==> src/verilog/scd_pkg.sv <==
/*
  Constants and types for the sample-clock divider, its sync realignment,
  the duty cycle restorer and the reference select logic.
  Assumes a single 100 MHz clock that stands for the input sample clock.
*/
`default_nettype none

package scd_pkg;

  // Clock and duty cycle restorer timing
  localparam int unsigned CLK_FREQ_MHZ   = 100;
  localparam int unsigned DCR_MIN_MHZ    = 20;
  localparam int unsigned DCR_LOCK_NS    = 1500;
  localparam int unsigned DCR_LOCK_CYC   =
    (DCR_LOCK_NS * CLK_FREQ_MHZ + 999) / 1000;
  localparam bit          DCR_RATE_OK    = (CLK_FREQ_MHZ >= DCR_MIN_MHZ);

  // Divider limits
  localparam logic [2:0]  DIV_MIN        = 3'h1;
  localparam logic [2:0]  DIV_MAX        = 3'h6;

  // Register byte addresses
  localparam logic [11:0] ADDR_SYNC_CTL  = 12'h100;
  localparam logic [11:0] ADDR_DIV_CTL   = 12'h104;
  localparam logic [11:0] ADDR_STATUS    = 12'h108;

  // Field positions
  localparam int unsigned SYNC_EN_BIT    = 1;
  localparam int unsigned SYNC_ONCE_BIT  = 2;
  localparam int unsigned DIV_RATIO_LSB  = 0;
  localparam int unsigned DIV_DCR_BIT    = 3;

  // AXI responses
  localparam logic [1:0]  RESP_OKAY      = 2'h0;
  localparam logic [1:0]  RESP_SLVERR    = 2'h2;

  typedef struct packed {
    logic       restorer_en;
    logic [2:0] ratio;
  } scd_div_cfg_t;

  typedef struct packed {
    logic first_only;
    logic enable;
  } scd_sync_cfg_t;

  localparam scd_div_cfg_t  DIV_CFG_RST  = '{restorer_en: 1'b1,
                                             ratio: 3'h1};
  localparam scd_sync_cfg_t SYNC_CFG_RST = '{first_only: 1'b0,
                                             enable: 1'b0};

  typedef enum logic [1:0] {
    SYNC_OFF,
    SYNC_EVERY,
    SYNC_ARMED,
    SYNC_DONE
  } scd_sync_state_t;

endpackage

`default_nettype wire

==> src/verilog/scd_sample_clock.sv <==
/*
  Sample-clock conditioning: integer divider with sync realignment, duty
  cycle restorer, configured over AXI4-Lite, and a reference select driven by the sense pins.
  Assumes aclk is the incoming sample clock; sync and sense pins are async.
*/
// Chosen here: the register addresses and register access over AXI4-Lite.
// What this block does
// - Divide the sample clock by any integer ratio from one to six.
// - Two-bit field picks realign on every sync or first sync after write.
// - An accepted sync pulse returns the divider counter to its start state.
// - Restorer on regenerates the falling edge for a half-period high time.
// - Below the minimum clock rate the restorer gives no duty correction.
// - Sense pin near ground selects the internal one-volt reference.
// - Sense pin at analog supply level selects the external reference.
// - Each sample is taken on the rising edge of the divided clock.
`default_nettype none

module scd_sample_clock
  import scd_pkg::*;
(
  // Clock and reset
  input  wire logic        aclk,
  input  wire logic        aresetn,
  // AXI4-Lite write
  input  wire logic [11:0] s_axi_awaddr,
  input  wire logic        s_axi_awvalid,
  output logic             s_axi_awready,
  input  wire logic [31:0] s_axi_wdata,
  input  wire logic [3:0]  s_axi_wstrb,
  input  wire logic        s_axi_wvalid,
  output logic             s_axi_wready,
  output logic [1:0]       s_axi_bresp,
  output logic             s_axi_bvalid,
  input  wire logic        s_axi_bready,
  // AXI4-Lite read
  input  wire logic [11:0] s_axi_araddr,
  input  wire logic        s_axi_arvalid,
  output logic             s_axi_arready,
  output logic [31:0]      s_axi_rdata,
  output logic [1:0]       s_axi_rresp,
  output logic             s_axi_rvalid,
  input  wire logic        s_axi_rready,
  // Pins
  input  wire logic        sync_pin,
  input  wire logic        sense_near_ground,
  input  wire logic        sense_at_analog_supply_level,
  // Conditioned clock and reference select
  output logic             conv_clk,
  output logic             sample_strobe,
  output logic             int_ref_en,
  output logic             ext_ref_sel
);
  import scd_pkg::*;

  // Bus slave state
  logic            aw_hold_q, w_hold_q, bvalid_q, rvalid_q;
  logic [11:0]     aw_addr_q;
  logic [31:0]     w_data_q, rdata_q;
  logic [3:0]      w_strb_q;
  logic [1:0]      bresp_q, rresp_q;
  logic            wr_go;
  logic            sync_wr_w, div_wr_w;

  // Configuration and block state
  scd_div_cfg_t    div_cfg_q;
  scd_sync_cfg_t   sync_cfg_q;
  scd_sync_state_t sync_st_q, sync_st_d;
  logic [2:0]      cnt_q, cnt_d, high_w;
  logic            conv_clk_q, strobe_q;
  logic [7:0]      lock_cnt_q;
  logic            dcr_locked_q, dcr_active_w;
  logic [2:0]      sync_sr_q, gnd_sr_q, sup_sr_q;
  logic            sync_take_w;
  logic            int_ref_q, ext_ref_q;

  assign s_axi_awready = !aw_hold_q && !bvalid_q;
  assign s_axi_wready  = !w_hold_q && !bvalid_q;
  assign s_axi_bvalid  = bvalid_q;
  assign s_axi_bresp   = bresp_q;
  assign s_axi_arready = !rvalid_q;
  assign s_axi_rvalid  = rvalid_q;
  assign s_axi_rdata   = rdata_q;
  assign s_axi_rresp   = rresp_q;
  assign wr_go         = aw_hold_q && w_hold_q && !bvalid_q;
  assign sync_wr_w     = wr_go && aw_addr_q == ADDR_SYNC_CTL && w_strb_q[0];
  assign div_wr_w      = wr_go && aw_addr_q == ADDR_DIV_CTL && w_strb_q[0];

  // Address and data may arrive in either order; the write lands once both
  // are held, so the response comes one edge after the later of the two.
  always_ff @(posedge aclk) begin
    if (!aresetn) begin
      aw_hold_q <= 1'b0;
      w_hold_q  <= 1'b0;
      aw_addr_q <= 12'h000;
      w_data_q  <= 32'h0000_0000;
      w_strb_q  <= 4'h0;
      bvalid_q  <= 1'b0;
      bresp_q   <= RESP_OKAY;
    end else begin
      if (s_axi_awvalid && s_axi_awready) begin
        aw_hold_q <= 1'b1;
        aw_addr_q <= s_axi_awaddr;
      end
      if (s_axi_wvalid && s_axi_wready) begin
        w_hold_q <= 1'b1;
        w_data_q <= s_axi_wdata;
        w_strb_q <= s_axi_wstrb;
      end
      if (wr_go) begin
        aw_hold_q <= 1'b0;
        w_hold_q  <= 1'b0;
        bvalid_q  <= 1'b1;
        bresp_q   <= (aw_addr_q == ADDR_SYNC_CTL ||
                      aw_addr_q == ADDR_DIV_CTL) ? RESP_OKAY : RESP_SLVERR;
      end else if (bvalid_q && s_axi_bready) begin
        bvalid_q <= 1'b0;
      end
    end
  end

  always_ff @(posedge aclk) begin
    if (!aresetn) begin
      rvalid_q <= 1'b0;
      rdata_q  <= 32'h0000_0000;
      rresp_q  <= RESP_OKAY;
    end else if (s_axi_arvalid && s_axi_arready) begin
      rvalid_q <= 1'b1;
      rresp_q  <= RESP_OKAY;
      unique case (s_axi_araddr)
        ADDR_SYNC_CTL: rdata_q <= {29'h0, sync_cfg_q, 1'b0};
        ADDR_DIV_CTL:  rdata_q <= {28'h0, div_cfg_q};
        ADDR_STATUS:   rdata_q <= {26'h0, sync_st_q == SYNC_DONE,
                                   sync_st_q == SYNC_ARMED, ext_ref_q,
                                   int_ref_q, dcr_active_w, dcr_locked_q};
        default: begin
          rdata_q <= 32'h0000_0000;
          rresp_q <= RESP_SLVERR;
        end
      endcase
    end else if (rvalid_q && s_axi_rready) begin
      rvalid_q <= 1'b0;
    end
  end

  // An out-of-range ratio is dropped and the previous ratio kept, so the
  // divider never sees zero or seven.
  always_ff @(posedge aclk) begin
    if (!aresetn) begin
      div_cfg_q  <= DIV_CFG_RST;
      sync_cfg_q <= SYNC_CFG_RST;
    end else begin
      if (div_wr_w) begin
        div_cfg_q.restorer_en <= w_data_q[DIV_DCR_BIT];
        if (w_data_q[DIV_RATIO_LSB +: 3] >= DIV_MIN &&
            w_data_q[DIV_RATIO_LSB +: 3] <= DIV_MAX)
          div_cfg_q.ratio <= w_data_q[DIV_RATIO_LSB +: 3];
      end
      if (sync_wr_w) begin
        sync_cfg_q.enable     <= w_data_q[SYNC_EN_BIT];
        sync_cfg_q.first_only <= w_data_q[SYNC_ONCE_BIT];
      end
    end
  end

  // Pin synchronisers; stage 0 feeds only stage 1
  always_ff @(posedge aclk) begin
    if (!aresetn) begin
      sync_sr_q <= 3'h0;
      gnd_sr_q  <= 3'h0;
      sup_sr_q  <= 3'h0;
    end else begin
      sync_sr_q <= {sync_sr_q[1:0], sync_pin};
      gnd_sr_q  <= {gnd_sr_q[1:0], sense_near_ground};
      sup_sr_q  <= {sup_sr_q[1:0], sense_at_analog_supply_level};
    end
  end

  // A sync pulse counts once, on its rising edge
  assign sync_take_w = sync_sr_q[1] && !sync_sr_q[2] &&
                       (sync_st_q == SYNC_EVERY ||
                        sync_st_q == SYNC_ARMED);

  // Writing the field re-arms one-shot mode even if a pulse lands together
  always_comb begin
    sync_st_d = sync_st_q;
    if (sync_wr_w) begin
      if (!w_data_q[SYNC_EN_BIT])
        sync_st_d = SYNC_OFF;
      else if (w_data_q[SYNC_ONCE_BIT])
        sync_st_d = SYNC_ARMED;
      else
        sync_st_d = SYNC_EVERY;
    end else begin
      unique case (sync_st_q)
        SYNC_OFF:   sync_st_d = SYNC_OFF;
        SYNC_EVERY: sync_st_d = SYNC_EVERY;
        SYNC_ARMED: sync_st_d = sync_take_w ? SYNC_DONE : SYNC_ARMED;
        SYNC_DONE:  sync_st_d = SYNC_DONE;
      endcase
    end
  end

  always_ff @(posedge aclk) begin
    if (!aresetn)
      sync_st_q <= SYNC_OFF;
    else
      sync_st_q <= sync_st_d;
  end

  // Any divider write with byte 0 enabled restarts the lock count, so the loop relocks
  always_ff @(posedge aclk) begin
    if (!aresetn) begin
      lock_cnt_q   <= 8'h00;
      dcr_locked_q <= 1'b0;
    end else if (div_wr_w || !div_cfg_q.restorer_en || !DCR_RATE_OK) begin
      lock_cnt_q   <= 8'h00;
      dcr_locked_q <= 1'b0;
    end else if (lock_cnt_q == 8'(DCR_LOCK_CYC - 1)) begin
      dcr_locked_q <= 1'b1;
    end else begin
      lock_cnt_q <= lock_cnt_q + 8'h01;
    end
  end

  // Software is expected to enable the restorer for ratios 2 to 6;
  // without it the output high time is a single input period.
  assign dcr_active_w = div_cfg_q.restorer_en && dcr_locked_q &&
                        DCR_RATE_OK && div_cfg_q.ratio >= 3'h2;
  assign high_w       = dcr_active_w ? (div_cfg_q.ratio >> 1) : 3'h1;

  // Count 0 is the initial state and carries the sampling edge
  always_comb begin
    if (sync_take_w)
      cnt_d = 3'h0;
    else if (cnt_q >= div_cfg_q.ratio - 3'h1)
      cnt_d = 3'h0;
    else
      cnt_d = cnt_q + 3'h1;
  end

  always_ff @(posedge aclk) begin
    if (!aresetn) begin
      cnt_q      <= 3'h0;
      conv_clk_q <= 1'b0;
      strobe_q   <= 1'b0;
    end else begin
      cnt_q      <= cnt_d;
      conv_clk_q <= cnt_d < high_w;
      strobe_q   <= cnt_d == 3'h0;
    end
  end

  // A sense level between the two bands keeps the previous choice
  always_ff @(posedge aclk) begin
    if (!aresetn) begin
      int_ref_q <= 1'b1;
      ext_ref_q <= 1'b0;
    end else if (sup_sr_q[2]) begin
      int_ref_q <= 1'b0;
      ext_ref_q <= 1'b1;
    end else if (gnd_sr_q[2]) begin
      int_ref_q <= 1'b1;
      ext_ref_q <= 1'b0;
    end
  end

  assign conv_clk      = conv_clk_q;
  assign sample_strobe = strobe_q;
  assign int_ref_en    = int_ref_q;
  assign ext_ref_sel   = ext_ref_q;

  // Helper: cycles since the last strobe, and whether it was disturbed
  logic [2:0] gap_q;
  logic       disturb_q;
  always_ff @(posedge aclk) begin
    if (!aresetn) begin
      gap_q     <= 3'h0;
      disturb_q <= 1'b1;
    end else begin
      gap_q     <= strobe_q ? 3'h1 : gap_q + 3'h1;
      disturb_q <= sync_take_w || div_wr_w || (disturb_q && !strobe_q);
    end
  end
endmodule

`default_nettype wire

==> config.mk <==
export PLATFORM = sky130hd
export DESIGN_NAME = scd_sample_clock
export DESIGN_NICKNAME = d
export VERILOG_FILES = /design/src/verilog/scd_pkg.sv /design/src/verilog/scd_sample_clock.sv
export SDC_FILE = /design/constraint.sdc
export NUM_CORES = 1
export LEC_CHECK = 0
export BUFFER_PORTS_ARGS = -buffer_cell sky130_fd_sc_hd__buf_4
export CAP_MARGIN = 20
export CORE_UTILIZATION = 52
export DETAILED_ROUTE_END_ITERATION = 10
export GPL_TIMING_DRIVEN = 1
export PLACE_DENSITY = 0.95
export SLEW_MARGIN = 20
export SYNTH_ARGS = -nofsm -noshare
export SYNTH_HDL_FRONTEND = slang
export SYNTH_SLANG_ARGS = --single-unit
==> constraint.sdc <==
create_clock -name aclk -period 3.3 [get_ports aclk]
set_input_delay 0.33 -clock aclk [delete_from_list [all_inputs] [get_ports aclk]]
set_output_delay 0.33 -clock aclk [all_outputs]
set_load 0.01 [all_outputs]
After elaboration in Yosys (flattened, before gate mapping) --
Cells that the tools add are included.
Operators by class: reductions and logical operators 36, eq/ne operators 9, order comparisons 5, $add $sub $neg 3, mux-type cells 19, bitwise logic cells 1
Operator list (count):
- $eq 12x9->1 const B | 5
- $logic_and 1x1->1 | 18
- $pmux 6 s3 | 1
- $mux 2 | 6
- $mux 1 | 9
- $add 8x1->8 const B | 1
- $eq 8x8->1 const B | 1
- $pmux 2 s4 | 1
- $logic_not 1->1 | 6
- $mux 3 | 2
- $reduce_bool 2->1 | 3
- $eq 2x2->1 const B | 2
- $reduce_or 2->1 | 2
- $add 3x1->3 const B | 1
- $ge 3x1->1 const B | 1
- $ge 3x2->1 const B | 1
- $ge 3x3->1 | 1
- $le 3x3->1 const B | 1
- $logic_not 3->1 | 1
- $logic_or 1x1->1 | 3
- $lt 3x2->1 | 1
- $reduce_or 3->1 | 1
- $sub 3x1->3 const B | 1
- $eq 2x1->1 const B | 1
- 3 further kinds | 3
Word-level totals: word-level logic and storage cells 98, input bits 70, register bits 90, output and inout bits 45

Longest topological paths before layout --
depth in word-level cells 6, mapped depth 10

Worst setup path before layout --
OpenSTA, ideal clock, no wires.
path kind register to register, start point register div_cfg_q[1] (netlist name), end point register conv_clk_q, in the netlist conv_clk, path buffers 0, path slack 1.194 ns, arrival 2.048 ns, cell stages (with the launch flop) 11, period minus slack after synthesis 2.106 ns, required time 3.242 ns, library setup time 0.058 ns, cell sequence dfxtp_1 inv_1 ha_1 xnor2_1 ha_1 inv_1 o21ai_0 nor2_1 ha_1 a311oi_1 o21a_1
Between the ends: longest elaborated chain between the ends 5, elaborated cells between the ends (all ways) 8, those cells by class add/sub (1); order compare (3); mux (3); reduce/logical (1)
Ends and longest elaborated chain:
- start: declaration | line scd_sample_clock.sv:65 | scd_div_cfg_t div_cfg_q;
- $sub 3x1->3 | line scd_sample_clock.sv:235 | else if (cnt_q >= div_cfg_q.ratio - 3'h1)
- $ge 3x3->1 | line scd_sample_clock.sv:235
- $mux 3 | line scd_sample_clock.sv:235
- $mux 3 | line scd_sample_clock.sv:233 | if (sync_take_w)
- via cnt_d[1] | line scd_sample_clock.sv:68 | logic [2:0] cnt_q, cnt_d, high_w;
- $lt 3x2->1 | line scd_sample_clock.sv:248 | conv_clk_q <= cnt_d < high_w;
- end signal: assignment | line scd_sample_clock.sv:248
- end: declaration | line scd_sample_clock.sv:69 | logic conv_clk_q, strobe_q;
The timed path passes the listed nets, and every way through them passes these cells. A chain may end at the register's enable or synchronous reset.

Final worst setup path --
Same ends and word-level chain as after synthesis.

==> results.py <==
metrics = {
    "cells_and_area": {
        "drive_gt1_frac": 0.2058,
        "area_growth_pct": 18.13,
        "num-nets-final": 459,
        "layout_common_cells": "dfxtp_1, buf_4, nand2_1, nor2_1, conb_1",
        "n_fill_cell": 412,
        "diodes": 0,
        "final_common_cell": "dfxtp_1",
        "utilization": 0.6543,
    },
    "synth": {
        "ys.warnings.count": 0,
        "synth_top_area_cell": "dfxtp_1",
        "synth_ff_type": "dfxtp_1",
        "synth_top_area_share": 0.4252,
        "ys_ff_latch": 62,
        "synth_area_leaders": "dfxtp_1, buf_4, ha_1",
        "ys_types": 54,
        "yosysSeqAreaShare": 0.4252,
        "syn_area_per_cell_sq_um": 9.037,
        "syn-cell-area_sq_mm": 0.002919,
        "syn_inst": 323,
        "synth-async-reset-ratio": 0,
        "synth_edf_count": 0,
    },
    "power": {
        "seq_power_share": 0.504,
        "leakagePower_nw": 1.548,
        "p_int_mw": 1.212,
        "peakVddDrop_uv": 416.9,
        "comb_power_share": 0.103,
        "power.density_mw_per_mm2": 462.1,
        "p_clk_frac": 0.392,
        "p_switching_mw": 0.3813,
        "p_sw_frac": 0.2393,
    },
    "critical_path": {
        "cp_slowest_stage_delay_ps": 410,
        "path_common_cell": "ha_1",
        "crit_path_cell_trace": "inv_1 -> ha_1 -> xnor2_1 -> ha_1 -> inv_1 -> o21ai_0 -> nor2_1 -> ha_1 -> a311oi_1 -> o21a_1",
        "critPathTopFamily": "adder cells",
        "worstPathArrival_ps": 2750,
        "critPathMaxFanout": 6,
        "cp_num_buf_inv": 2,
        "critPathKind": "flop to flop",
        "end_kind": "flop",
        "start_kind": "flop",
        "cp.required_ps": 3580,
        "critPathSlowestCell": "dfxtp_1",
    },
    "run_status": {
        "run_status": "complete, no violations",
    },
    "clock_tree": {
        "cts_hold_buffers": 0,
        "cts_setup_buffers": 0,
        "cts_sinks": 62,
        "cts_resized": 0,
        "clock_latency_ps": 340,
        "cts_tree": "built",
        "ctsHtreeMaxLevel": 3,
        "clockBufferDepth": 2,
        "clk_pin_slew_ps": 70,
        "cts_root_buf": "clkbuf_8",
        "cts_made_buffers": 9,
    },
    "route": {
        "vias_per_cell": 5.285,
        "routedWlPerCell_um": 13.45,
        "wirelength_um": 6041,
        "dr.max_layer_used": "met4",
        "drtIter0Drc": 77,
        "drcViolationCount": 0,
        "wl_met3_um": 318,
        "antenna_left": 0,
        "wl_met2_um": 2972,
        "vias": 2373,
        "first_pass_iters": 4,
        "wl_met1_um": 2566,
    },
    "timing": {
        "rsz0062_at_grt": "false",
        "worstMarginPinSlew_ps": 718.2,
        "worst_slack_ps": 830.7,
        "finClkSkew_ps": 8.686,
        "finalHoldViolCount": 0,
        "finalSetupViolCount": 0,
        "fin_crit_ps": 2469,
        "max_slew_margin": 0.5207,
        "setup_tns_ps": 0,
        "drv_slew": 0,
        "max_freq_mhz": 405.0,
        "fin_crit_sh": 0.7483,
    },
    "floorplanning": {
        "rows": 26,
        "die-area_sq_mm": 0.005917,
        "coreArea_sq_mm": 0.005270,
        "boundaryPins": 115,
        "die_h_um": 76.93,
        "die_width_um": 76.93,
        "initial_core_util": 0.5539,
    },
    "placement": {
        "dp_hpwl_um": 4184,
        "portBuffers": 55,
        "pre_cts_ws_ps": 890.6,
        "place.gp.congestion": 0.8034,
    },
    "grt": {
        "grt_max_degree": 26,
        "overflow": 0,
        "grt_pass1_wl_um": 9735,
        "grt_pass1_vias": 2169,
        "track_usage": 0.2101,
        "antenna_found_initial": 0,
    },
    "hold_path": {
        "hold_class": "input pin to flop",
    },
    "run": {
        "cap_violations": 0,
    },
}
cell usage after synthesis (2+ instances only):
cell type,count
dfxtp_1,62
nand2_1,35
nor2_1,30
buf_4,28
a21oi_1,20
and2_1,14
inv_1,14
mux2i_1,13
ha_1,12
clkbuf_1,11
nand3_1,6
o21ai_0,6
nor3_1,5
xor2_1,5
a22oi_1,4
nand2b_1,4
nor2b_1,4
xnor2_1,4
a211oi_1,3
nor3b_1,3
a22o_1,2
a32oi_1,2
and3_1,2
nand4_1,2
o21a_1,2
o31a_1,2
final cells by class:
cell class / instances / area [sq um] / area share
multi-input combinational: 234 / 1470 / 0.4263
sequential: 62 / 1241 / 0.3599
timing repair buffer: 56 / 420.4 / 0.1219
clock buffer: 11 / 141.4 / 0.04100
tap: 70 / 87.58 / 0.02540
inverter: 14 / 52.55 / 0.01524
clock inverter: 2 / 35.03 / 0.01016
power by group through the flow:
stage / Clock (mW) / Combinational [mW] / Sequential (mW)
3_3_place_gp: 0 / 0.158 / 0.817
6_report: 0.625 / 0.165 / 0.804
5_1_grt: 0.663 / 0.183 / 0.807
4_1_cts: 0.629 / 0.165 / 0.803
2_1_floorplan: 0 / 0.124 / 0.814
3_5_place_dp: 0 / 0.163 / 0.819
worst reg2reg max path: stages, from the launching register on:
cell and delay [ps]:
dfxtp_1 410, inv_1 120, ha_1 210, xnor2_1 140, ha_1 280, inv_1 40, o21ai_0 300, nor2_1 90
ha_1 340, a311oi_1 300, o21a_1 180
layer usage:
| layer | GRT usage | vias to the layer above |
|---|---|---|
| li1 | - | 1155 |
| met2 | 0.3589 | 95 |
| met4 | 0.1173 | 0 |
| met5 | 0 | - |
| met1 | 0.2353 | 1105 |
| met3 | 0.05595 | 18 |
final timing paths:
kind | startpoint | end | slack, ps | depth (start not counted)
worst max-delay path | div_cfg_q[1]$_SDFFE_PN0P_ | conv_clk$_SDFF_PN0_ | 830 | 10
worst min-delay path | s_axi_rready | s_axi_rvalid$_SDFFE_PN0P_ | 170 | 2
worst max register to register | div_cfg_q[1]$_SDFFE_PN0P_ | conv_clk$_SDFF_PN0_ | 830 | 10
worst min register to register | sync_sr_q[0]$_SDFF_PN0_ | sync_sr_q[1]$_SDFF_PN0_ | 430 | 1
kinds of logic (layout without fill, tap and decap cells):
group | count (synthesis) | after routing | share of synthesized area
buf+inv | 54 | 83 | 0.1059
compound gates | 52 | 52 | 0.1226
mux | 14 | 14 | 0.04843
fa+ha+maj | 12 | 12 | 0.05143
other cells | 1 | 28 | 0.001285
flops | 62 | 62 | 0.4252
xor+xnor | 9 | 9 | 0.02700
simple gates | 119 | 119 | 0.2182
per-stage QoR:
| stage | instances | power [mW] | area (sq um) | hold WS (ps) |
|---|---|---|---|---|
| 6_report | 449 | 1.593 | 3448 | 171.5 |
| 5_1_grt | 449 | 1.653 | 3448 | 170.8 |
| 4_1_cts | 449 | 1.597 | 3448 | 168.8 |
| 3_5_place_dp | 436 | 0.9826 | 3272 | 418.6 |
| 3_3_place_gp | 436 | 0.9748 | 3272 | 415.3 |
| 2_1_floorplan | 350 | 0.9376 | 3020 | 411.9 |
sequential cells by signal (all words and copies together) (netlist names), 2 cells and up, named ones only:
name         cells
div_cfg_q        4
lock_cnt_q       8
sync_sr_q        3
gnd_sr_q         3
s_axi_rdata      6
aw_addr_q       12
w_data_q         4
sync_cfg_q       2
sup_sr_q         3
cnt_q            3
Power figures use the tool's default switching activity.
